## config.mk

```make
export PLATFORM = sky130hd
export DESIGN_NAME = nvac_top
export DESIGN_NICKNAME = d
export VERILOG_FILES = /design/src/nvac_pkg.sv /design/src/nvac_top.sv
export SDC_FILE = /design/constraint.sdc
export NUM_CORES = 1
export LEC_CHECK = 0
export BUFFER_PORTS_ARGS = -buffer_cell sky130_fd_sc_hd__buf_2
export CORE_ASPECT_RATIO = 0.6
export CORE_MARGIN = 2
export CORE_UTILIZATION = 56
export CTS_CLUSTER_SIZE = 25
export DETAILED_ROUTE_END_ITERATION = 16
export HOLD_SLACK_MARGIN = 0.12
export PLACE_DENSITY_LB_ADDON = 0.1
export RECOVER_POWER = 50
export SYNTH_ARGS = -nofsm -noshare
export SYNTH_HDL_FRONTEND = slang
export SYNTH_SLANG_ARGS = --single-unit
```

## constraint.sdc

```tcl
create_clock -name pclk -period 4.25 [get_ports pclk]
set_input_delay 0.6375 -clock pclk [delete_from_list [all_inputs] [get_ports pclk]]
set_output_delay 0.6375 -clock pclk [all_outputs]
set_load 0.02 [all_outputs]
```

## src/nvac_pkg.sv

```systemverilog
// package for the nonvolatile data array access controller
// assumes an apb slave with 32-bit data, one aligned word per register
package nvac_pkg;

  // ***************************************************************
  // register indices: the byte address is four times the index
  // ***************************************************************
  localparam logic [7:0] NVAC_OFF_DATA   = 8'h08;
  localparam logic [7:0] NVAC_OFF_ADDR   = 8'h09;
  localparam logic [7:0] NVAC_OFF_CTRL   = 8'h88;
  localparam logic [7:0] NVAC_OFF_UNLOCK = 8'h89;
  localparam logic [7:0] NVAC_OFF_STRAP  = 8'h8A;

  // ***************************************************************
  // control register fields
  // ***************************************************************
  localparam int NVAC_BIT_RD    = 0;
  localparam int NVAC_BIT_WR    = 1;
  localparam int NVAC_BIT_WRITE_PERMIT  = 2;
  localparam int NVAC_BIT_ABORT = 3;
  localparam int NVAC_BIT_DONE  = 4;

  // ***************************************************************
  // unlock keys and array geometry
  // ***************************************************************
  localparam logic [7:0] NVAC_KEY1      = 8'h55;
  localparam logic [7:0] NVAC_KEY2      = 8'hAA;
  localparam int         NVAC_DEPTH     = 64;
  localparam int         NVAC_AW        = 6;
  localparam logic [7:0] NVAC_BYTE_ZERO = 8'h00;
  localparam logic [7:0] NVAC_ERASED    = 8'hFF;

  // ***************************************************************
  // write timing
  // ***************************************************************
  localparam int NVAC_CLK_MHZ     = 20;
  localparam int NVAC_WRITE_US    = 4000;
  localparam int NVAC_WRITE_CYC   = NVAC_WRITE_US * NVAC_CLK_MHZ;
  localparam int NVAC_ERASE_SHARE = 2;

  typedef enum logic [2:0] {
    NVAC_IDLE  = 3'b001,
    NVAC_ERASE = 3'b010,
    NVAC_PROG  = 3'b100
  } nvac_state_t;

  typedef enum logic [2:0] {
    NVAC_UL_NONE = 3'b001,
    NVAC_UL_KEY1 = 3'b010,
    NVAC_UL_OPEN = 3'b100
  } nvac_unlock_t;

  typedef struct packed {
    logic       wr;
    logic [7:0] off;
    logic [7:0] wdata;
  } nvac_req_t;

endpackage : nvac_pkg

```

## src/nvac_top.sv

```systemverilog
// access controller for a 64-byte nonvolatile data array behind apb
// assumes pclk at 20 MHz; clear and watchdog resets arrive as sync pulses
//
// Notes on behaviour
// - array of 64 bytes, locations 0h to 3Fh.
// - 8-bit data register and separate address register select the location.
// - every byte write erases the location, then programs the new byte.
// - write duration set by an internal timer, not software.
// - code protection blocks programmer access; cpu access still works.
// - unlock port has no storage and reads zero.
// - abort flag bit 3 set when clear or watchdog reset cuts a write.
// - write permit bit 2 enables writes; resets to 0.
// - write go bit 1 starts a write; hardware clears; writing 0 ignored.
// - read go bit 0 starts one-cycle read; hardware clears it.
// - read byte lands in data register the next cycle.
// - data register holds until next read or software write.
// - control bits 7 to 5 read as zero.
// - write starts only after 55h, AAh to unlock port, then write go.
// - write go cannot be set unless write permit is already set.
// - clearing write permit mid-write leaves that write running.
// - on completion clear write go and set done flag; software clears it.
`timescale 1ns/1ps
module nvac_top
  import nvac_pkg::*;
#(
  parameter int WRITE_CYCLES = NVAC_WRITE_CYC,
  parameter int DEPTH        = NVAC_DEPTH
) (
  // apb
  input  wire logic        pclk,
  input  wire logic        presetn,
  input  wire logic        psel,
  input  wire logic        penable,
  input  wire logic        pwrite,
  input  wire logic [31:0] paddr,
  input  wire logic [31:0] pwdata,
  output logic      [31:0] prdata,
  output logic             pready,
  output logic             pslverr,
  // device reset events and protection
  input  wire logic        master_clear_reset,
  input  wire logic        watchdog_reset_source,
  input  wire logic        code_protect,
  // external programmer port
  input  wire logic        prog_rd,
  input  wire logic [5:0]  prog_addr,
  output logic      [7:0]  prog_rdata,
  output logic             prog_denied,
  output logic             write_busy
);

  // refuse parameter values that the array and the timer cannot serve
  if (DEPTH != NVAC_DEPTH || WRITE_CYCLES < NVAC_ERASE_SHARE) begin : g_bad_param
    $error("nvac_top: unsupported depth or write time");
  end

  // ***************************************************************
  // state
  // ***************************************************************
  logic [7:0]   mem_q [DEPTH];
  logic [7:0]   data_q, addr_q;
  logic         rd_q, wr_q, write_permit_q, abort_q, done_q;
  nvac_state_t  st_q, st_d;
  nvac_unlock_t ul_q, ul_d;
  logic [31:0]  tmr_q, tmr_d;
  logic [31:0]  prdata_d;
  logic         pready_q;
  logic         cut;

  function automatic logic [NVAC_AW-1:0] loc(input logic [7:0] a);
    return a[NVAC_AW-1:0];
  endfunction : loc

  // ***************************************************************
  // bus decode
  // ***************************************************************
  nvac_req_t req;
  assign req.wr    = pwrite;
  assign req.off   = paddr[9:2];
  assign req.wdata = pwdata[7:0];

  wire acc      = psel & penable & ~pready_q;
  wire wr_acc   = acc & req.wr;
  wire mapped   = (paddr[31:10] == 22'h000000) && (paddr[1:0] == 2'h0) &&
                  (req.off == NVAC_OFF_DATA || req.off == NVAC_OFF_ADDR ||
                   req.off == NVAC_OFF_CTRL || req.off == NVAC_OFF_UNLOCK ||
                   req.off == NVAC_OFF_STRAP);
  wire w_data   = wr_acc && req.off == NVAC_OFF_DATA;
  wire w_addr   = wr_acc && req.off == NVAC_OFF_ADDR;
  wire w_ctrl   = wr_acc && req.off == NVAC_OFF_CTRL;
  wire w_unlock = wr_acc && req.off == NVAC_OFF_UNLOCK;
  wire busy     = st_q != NVAC_IDLE;
  wire rd_go    = w_ctrl && req.wdata[NVAC_BIT_RD] && !busy;
  wire wr_go    = w_ctrl && req.wdata[NVAC_BIT_WR] && !busy && write_permit_q
                  && ul_q == NVAC_UL_OPEN;
  wire finish   = st_q == NVAC_PROG && tmr_q == 32'h00000000;
  assign cut    = master_clear_reset | watchdog_reset_source;

  wire [7:0] ctrl_rd = {3'b000, done_q, abort_q, write_permit_q, wr_q, rd_q};

  // ***************************************************************
  // unlock sequencer: any other write to the port or control breaks it
  // ***************************************************************
  always_comb begin
    ul_d = ul_q;
    if (w_unlock) begin
      if (req.wdata == NVAC_KEY1) begin
        ul_d = NVAC_UL_KEY1;
      end else if (req.wdata == NVAC_KEY2 && ul_q == NVAC_UL_KEY1) begin
        ul_d = NVAC_UL_OPEN;
      end else begin
        ul_d = NVAC_UL_NONE;
      end
    end else if (w_ctrl) begin
      ul_d = NVAC_UL_NONE;
    end
  end

  // ***************************************************************
  // self-timed erase then program
  // ***************************************************************
  always_comb begin
    st_d  = st_q;
    tmr_d = tmr_q;
    case (st_q)
      NVAC_IDLE: begin
        if (wr_go) begin
          st_d  = NVAC_ERASE;
          tmr_d = 32'(WRITE_CYCLES / NVAC_ERASE_SHARE - 1);
        end
      end
      NVAC_ERASE: begin
        if (tmr_q == 32'h00000000) begin
          st_d  = NVAC_PROG;
          tmr_d = 32'(WRITE_CYCLES - WRITE_CYCLES / NVAC_ERASE_SHARE - 1);
        end else begin
          tmr_d = tmr_q - 32'h00000001;
        end
      end
      NVAC_PROG: begin
        if (tmr_q == 32'h00000000) begin
          st_d = NVAC_IDLE;
        end else begin
          tmr_d = tmr_q - 32'h00000001;
        end
      end
      default: st_d = NVAC_IDLE;
    endcase
    if (cut) begin
      st_d = NVAC_IDLE;
    end
  end

  // ***************************************************************
  // read mux
  // ***************************************************************
  always_comb begin
    prdata_d = 32'h00000000;
    case (req.off)
      NVAC_OFF_DATA:  prdata_d = {24'h000000, data_q};
      NVAC_OFF_ADDR:  prdata_d = {24'h000000, addr_q};
      NVAC_OFF_CTRL:  prdata_d = {24'h000000, ctrl_rd};
      NVAC_OFF_STRAP: prdata_d = {31'h00000000, code_protect};
      default:        prdata_d = 32'h00000000;
    endcase
  end

  // ***************************************************************
  // registers
  // ***************************************************************
  always_ff @(posedge pclk or negedge presetn) begin
    if (!presetn) begin
      st_q     <= NVAC_IDLE;
      ul_q     <= NVAC_UL_NONE;
      tmr_q    <= 32'h00000000;
      pready_q <= 1'b0;
      pslverr  <= 1'b0;
      prdata   <= 32'h00000000;
    end else begin
      st_q     <= st_d;
      ul_q     <= ul_d;
      tmr_q    <= tmr_d;
      pready_q <= acc;
      pslverr  <= acc & ~mapped;
      prdata   <= (acc && !req.wr) ? prdata_d : 32'h00000000;
    end
  end
  assign pready = pready_q;

  always_ff @(posedge pclk or negedge presetn) begin
    if (!presetn) begin
      data_q <= NVAC_BYTE_ZERO;
      addr_q <= NVAC_BYTE_ZERO;
      rd_q   <= 1'b0;
      wr_q   <= 1'b0;
      write_permit_q <= 1'b0;
      done_q <= 1'b0;
      abort_q <= 1'b0;
    end else begin
      rd_q <= rd_go;
      if (rd_go) begin
        data_q <= mem_q[loc(addr_q)];
      end else if (w_data) begin
        data_q <= req.wdata;
      end
      if (w_addr) begin
        addr_q <= req.wdata;
      end
      if (w_ctrl) begin
        write_permit_q <= req.wdata[NVAC_BIT_WRITE_PERMIT];
      end
      // a reset pulse in the start cycle cuts that write too, so wr never sticks
      if (cut && (busy || wr_go)) begin
        wr_q    <= 1'b0;
        abort_q <= 1'b1;
      end else if (finish) begin
        wr_q    <= 1'b0;
        abort_q <= 1'b0;
      end else begin
        if (wr_go) begin
          wr_q <= 1'b1;
        end
        if (w_ctrl) begin
          abort_q <= req.wdata[NVAC_BIT_ABORT];
        end
      end
      if (finish && !cut) begin
        done_q <= 1'b1;
      end else if (w_ctrl) begin
        done_q <= req.wdata[NVAC_BIT_DONE];
      end
    end
  end

  // ***************************************************************
  // array and programmer port
  // ***************************************************************
  always_ff @(posedge pclk) begin
    if (st_q == NVAC_ERASE && tmr_q == 32'h00000000 && !cut) begin
      mem_q[loc(addr_q)] <= NVAC_ERASED;
    end else if (finish && !cut) begin
      mem_q[loc(addr_q)] <= data_q;
    end
  end

  always_ff @(posedge pclk or negedge presetn) begin
    if (!presetn) begin
      prog_rdata  <= NVAC_BYTE_ZERO;
      prog_denied <= 1'b0;
      write_busy  <= 1'b0;
    end else begin
      write_busy  <= st_d != NVAC_IDLE;
      prog_denied <= prog_rd & code_protect;
      if (prog_rd) begin
        prog_rdata <= code_protect ? NVAC_BYTE_ZERO : mem_q[prog_addr];
      end
    end
  end

endmodule : nvac_top

```

==> results of run 1 <==
-- state kept, by name, indices dropped and copies added (netlist names) --
signal,count
st_q,3
pslverr,1
write_busy,1
prog_rdata,8
ul_q,3
abort_q,1
pready,1
tmr_q,32
rd_q,1
done_q,1
data_q,8
addr_q,8
prog_denied,1
wr_q,1
prdata,8
write_permit_q,1
mem_q,512
-- metal layers --
layer / up-vias / part of all wire / global-route usage
li1: 7998 / - / -
met1: 9993 / 0.40 / 0.541
met2: 1639 / 0.39 / 0.463
met3: 229 / 0.18 / 0.157
met4: 2 / 0.036 / 0.110
met5: - / 0.00014 / 0.00188
-- cell type report --
type,instances,area [um2]
Fill cell,3598,17700
Sequential cell,591,17400
Multi-Input combinational cell,1167,10400
Clock buffer,74,1550
Timing Repair Buffer,226,1460
Tap cell,682,853
Clock inverter,30,368
Inverter,15,56.3
Antenna cell,1,2.50
-- per-stage QoR --
step	setup slack (ps)	hold slack [ps]	utilization	instance area, um2	instances
after floorplan	1220	342	-	28500	1930
after global placement	684	476	0.610	30300	2680
after detailed placement	599	478	0.610	30300	2680
after CTS	572	276	0.649	32300	2785
after global routing	188	292	0.644	32000	2785
final	244	284	0.644	32000	2786
-- timing repair --
action | in CTS | in global routing
hold buffers | 1 | 0
setup buffers | 0 | 0
hold endpoints to repair | 39 | 0
setup endpoints to repair | 0 | 0
-- worst max path at each step --
stage,startpoint,to,slack (ps),cells after the start
after floorplan,tmr_q[0],mem_q[0][0],1220,7
after global placement,tmr_q[0],mem_q[10][3],680,7
after detailed placement,tmr_q[0],mem_q[10][3],600,7
after CTS,tmr_q[0],mem_q[15][3],570,7
after global routing,tmr_q[0],mem_q[52][0],190,10
final,addr_q[1],data_q[7],240,6
-- kinds of logic after synthesis --
family / share of synthesized area
other: 0.000132
AO/OA/AOI/OAI: 0.0843
XOR/XNOR: 0.00708
adder cells (fa/ha/maj): 0.000880
buffers and inverters: 0.0281
multiplexers: 0.191
flip-flops: 0.610
AND/OR/NAND/NOR: 0.0783
-- layout by cell type, fill, tap and decap left out, types with 47 or more instances in the layout --
| cell type | instances |
|---|---|
| edfxtp_1 | 512 |
| mux2i_1 | 148 |
| mux4_2 | 140 |
| nor2_1 | 123 |
| nand2_1 | 90 |
| buf_4 | 90 |
| dfrtp_1 | 74 |
| mux2_2 | 70 |
| clkbuf_1 | 60 |
| clkbuf_16 | 57 |
| a21oi_1 | 53 |
| a22oi_1 | 52 |
| a221oi_1 | 48 |
| buf_2 | 47 |
-- power groups by stage --
stage | registers (mW) | clock network, mW | logic, mW
global route | 6.25 | 5.54 | 0.590
CTS | 6.25 | 5.29 | 0.554
detailed placement | 6.38 | 0 | 0.552
finish | 6.25 | 5.27 | 0.569
global placement | 6.38 | 0 | 0.546
floorplan | 6.37 | 0 | 0.345
==> flow_summary.toml, run 1 <==
[grt]
gr-total-overflow = 0
antenna_found_initial = 1
grt_max_degree = 65
track_usage = 0.359
grt_pass1_vias = 18624
grt_first_pass_wirelength_mm = 133

[logic_synthesis]
synth_top_area_cell = "edfxtp_1"
ys_ff_latch = 591
syn_inst = 1907
ys.flop_type = "edfxtp_1"
yosys_warnings = 0
synthTopCellsByArea = "edfxtp_1, mux4_2, dfrtp_1"
yosysSeqAreaShare = 0.610
synthDistinctLibCells = 77
synth_top_area_frac = 0.541
async_flop_share = 0.134
syn-cell-area_um2 = 28400
syn_area_per_cell_um2 = 14.9
yosysMostFrequentCell = "edfxtp_1"
synth_commonest_cells = "edfxtp_1, mux2i_1, mux4_2"
synth-edff-count = 512

[min_path]
worstHoldStart = "prog_rd"
hold_path_class = "in -> reg"
hold_depth = 2
worstHoldEndpoint = "prog_denied"

[clock_tree]
clockBufferDepth = 3
clock_latency_ps = 610
cts-root-buf = "clkbuf_16"
clk_pin_slew_worst_paths_ps = 70
clock-sinks = 591
numCtsBuffers = 55
cts_resized = 0
cts_tree = "done"
cts_max_level = 2

[setup_path]
cp_top_family = "simple AND/OR/NAND/NOR gates"
cp_slowest_stage_delay_ps = 1280
path_class = "reg -> reg"
worstPathArrival_ps = 4470
endpoint_kind = "register"
path_max_fanout = 26
reg2reg_from = "addr_q[1]"
ff2ff_path_depth = 6
cp.required_ps = 4710
crit_slowest_cell = "nor2b_2"
r2r-end = "data_q[7]"
start_kind = "register"
reg2reg_slack_ps = 240
crit_chain = "nor2b_2 -> a221oi_1 -> o22ai_1 -> a22oi_1 -> nor4bb_1 -> a31oi_1"
path_buf_inv = 0

[final_layout]
nNetsFinal = 2137
area_growth_pct = 12.6
drive_above_1_share = 0.248

[pwr]
report.power.total_mw = 12.1
p_clk_frac = 0.436
p_leak_nw = 11.2
p_sw_mw = 2.59
seqPwrFrac = 0.517
netSwitchingFraction = 0.214
powerDensity_nw_per_um2 = 377
pwr-share-comb = 0.047
p_int_mw = 9.50
vdd_drop_max_uv = 354

[route]
postRouteAntennaNets = 0
drc_errors = 0
vias = 19861
dr.pass1.iters = 8
avgViaCountPerCell = 7.13
drt_wl_total_mm = 93.3
wl_per_cell_um = 33.5
drtIter0Drc = 3095

[die]
die_w_um = 295
die-area_um2 = 52700
initial_core_util = 0.572
die_y_um = 179
ioPinCount = 123
num_rows = 63
core_um2 = 49700

[timing]
setup_viol = 0
layout_min_cycle_time_ps = 4010
finalClockSkew_ps = 22.2
tns_ps = 0
finalCritPeriodShare = 0.943
maxSlewViolCount = 80
hold_violations = 0
worst-slew-pin-transition_ps = 2280
fmax_ghz = 0.250
rsz0062_at_grt = "no"
timing.slew.headroom = -0.522

[flow_run]
cap_violations = 3

[run_status]
violations = "capacitance limit, slew limit"
outcome = "finished with violations"

[placement]
hpwl_mm = 63.3
io_buffers = 74
place.gp.congestion = 1.02
(Power assumes the default switching activity.)
==> run 2, diff against run 1 <==
--- a/config.mk
+++ b/config.mk
@@ -6,13 +6,15 @@
 export NUM_CORES = 1
 export LEC_CHECK = 0
 export BUFFER_PORTS_ARGS = -buffer_cell sky130_fd_sc_hd__buf_2
+export CELL_PAD_IN_SITES_DETAIL_PLACEMENT = 1
+export CELL_PAD_IN_SITES_GLOBAL_PLACEMENT = 2
 export CORE_ASPECT_RATIO = 0.6
 export CORE_MARGIN = 2
-export CORE_UTILIZATION = 56
+export CORE_UTILIZATION = 46
 export CTS_CLUSTER_SIZE = 25
 export DETAILED_ROUTE_END_ITERATION = 16
 export HOLD_SLACK_MARGIN = 0.12
-export PLACE_DENSITY_LB_ADDON = 0.1
+export PLACE_DENSITY = 0.9
 export RECOVER_POWER = 50
 export SYNTH_ARGS = -nofsm -noshare
 export SYNTH_HDL_FRONTEND = slang
==> run 2 against run 1 <==
The run still ends with capacitance limit, slew limit left. Critical path depth rose by 1. First-iteration DRC count rose by 4.9%. Register-to-register slack improved by 70 ps. Count of clock-buffer cells in the layout fell by 5. Setup slack improved by 71 ps. Combinational power rose by 5.1%. Largest cell class unchanged. Routed wire length rose by 14%. Largest power group unchanged.
==> flow_summary.toml, run 2 (synthesized netlist as in run 1, its figures left out) <==
[run_status]
outcome = "finished with violations"
violations = "capacitance limit, slew limit"

[clock_tree]
clockBufferDepth = 3
clk_pin_slew_worst_paths_ps = 70
clock-sinks = 591
clock_latency_ps = 630
cts-root-buf = "clkbuf_16"
numCtsBuffers = 55
cts_max_level = 2
cts_tree = "done"

[timing]
worst-slew-pin-transition_ps = 2820
maxSlewViolCount = 95
fmax_ghz = 0.254
tns_ps = 0
timing.slew.headroom = -0.878
finalClockSkew_ps = 23.9
setup_viol = 0
layout_min_cycle_time_ps = 3930
rsz0062_at_grt = "no"
hold_violations = 0
finalCritPeriodShare = 0.926

[final_layout]
final_cell_mix = "edfxtp_1, mux2i_1, mux4_2, nor2_1, buf_4"
nNetsFinal = 2140
final_common_cell = "edfxtp_1"
reg_top3 = "mem_q x512, tmr_q x32"
largest_register = "mem_q"
area_growth_pct = 12.7
drive_above_1_share = 0.235
largest_register_ffs = 512

[die]
initial_core_util = 0.466
ioPinCount = 123
core_um2 = 61000
die-area_um2 = 63900
die_w_um = 325
die_y_um = 197
num_rows = 70

[grt]
grt_first_pass_wirelength_mm = 151
gr-total-overflow = 0
grt_max_degree = 65
track_usage = 0.330
antenna_found_initial = 1
grt_pass1_vias = 20676

[route]
drtIter0Drc = 3248
dr.pass1.iters = 8
avgViaCountPerCell = 7.00
drt_wl_total_mm = 106
drc_errors = 0
postRouteAntennaNets = 0
vias = 20514
wl_per_cell_um = 36.2

[placement]
io_buffers = 74
place.gp.congestion = 1.01
hpwl_mm = 71.8

[setup_path]
worstPathArrival_ps = 4490
path_max_fanout = 28
cp.required_ps = 4810
start_kind = "register"
path_class = "reg -> reg"
endpoint_kind = "register"

[min_path]
hold_path_class = "in -> reg"

[pwr]
p_clk_frac = 0.428
pwr-share-comb = 0.050
seqPwrFrac = 0.522
powerDensity_nw_per_um2 = 374
p_leak_nw = 11.1
netSwitchingFraction = 0.226
vdd_drop_max_uv = 317
report.power.total_mw = 12.0
p_int_mw = 9.28
p_sw_mw = 2.71

[flow_run]
cap_violations = 3
run 2: changes by cell type in the layout (fill, tap and decap cells not counted), moves of 2 or more:
cell	change
buf_12	-5
buf_4	+13
clkinv_1	+8
clkbuf_2	-25
clkinv_2	-6
bufinv_16	-2
clkbuf_4	-2
clkbuf_1	+20
clkinvlp_4	+4
clkbuf_8	-4
run 2: final cells by class:
cell class	count	area, um2
antenna	2	5.00
multi-input combinational	1167	10400
timing repair buffer	229	1410
tap	828	1040
clock buffer	69	1490
sequential	591	17400
inverter	15	56.3
fill	5878	29000
clock inverter	30	300
run 2: stage by stage:
stage	instances	util	setup WS, ps	cell area, um2	hold slack, ps
CTS	2929	0.529	955	32300	312
floorplan	1930	-	1220	28500	342
global route	2929	0.525	360	32000	324
global placement	2829	0.499	949	30500	470
finish	2931	0.525	315	32000	317
detailed placement	2829	0.499	929	30500	489
run 2: path summary, 6_finish.rpt:
kind	start	to	slack (ps)	depth (start not counted)
worst min register to register	ul_q[0]	ul_q[0]	510	2
min in group asynchronous	presetn	data_q[5]	1470	2
worst min-delay path	pwdata[2]	write_permit_q	320	3
worst max register to register	addr_q[1]	data_q[2]	320	7
max in group asynchronous	presetn	addr_q[2]	810	2
worst max-delay path	addr_q[1]	data_q[2]	320	7
run 2: power groups by stage:
stage,Clock [mW],Combinational (mW),Sequential (mW)
after floorplan,0,0.345,6.37
after global placement,0,0.562,6.38
after detailed placement,0,0.573,6.38
after CTS,5.12,0.578,6.26
after global routing,5.34,0.612,6.26
final,5.13,0.598,6.26
run 2: worst max-delay path: stages, from the launching register on:
cell      delay (ps)
dfrtp_2         1050
and2_0          1280
clkbuf_1         430
a22o_1           220
a32oi_1           50
o21ai_0          340
a211oi_1         260
a21oi_1          200
run 2: repair_timing:
item,in CTS,in global routing
gates resized for setup,0,0
hold endpoints to repair,41,0
hold buffers,1,0
buffers inserted,0,0
run 2: layer usage:
| layer | share of wire | global-route usage |
|---|---|---|
| met3 | 0.15 | 0.137 |
| met1 | 0.40 | 0.469 |
| met2 | 0.42 | 0.462 |
| met4 | 0.034 | 0.0965 |
| met5 | 0.00012 | 0 |
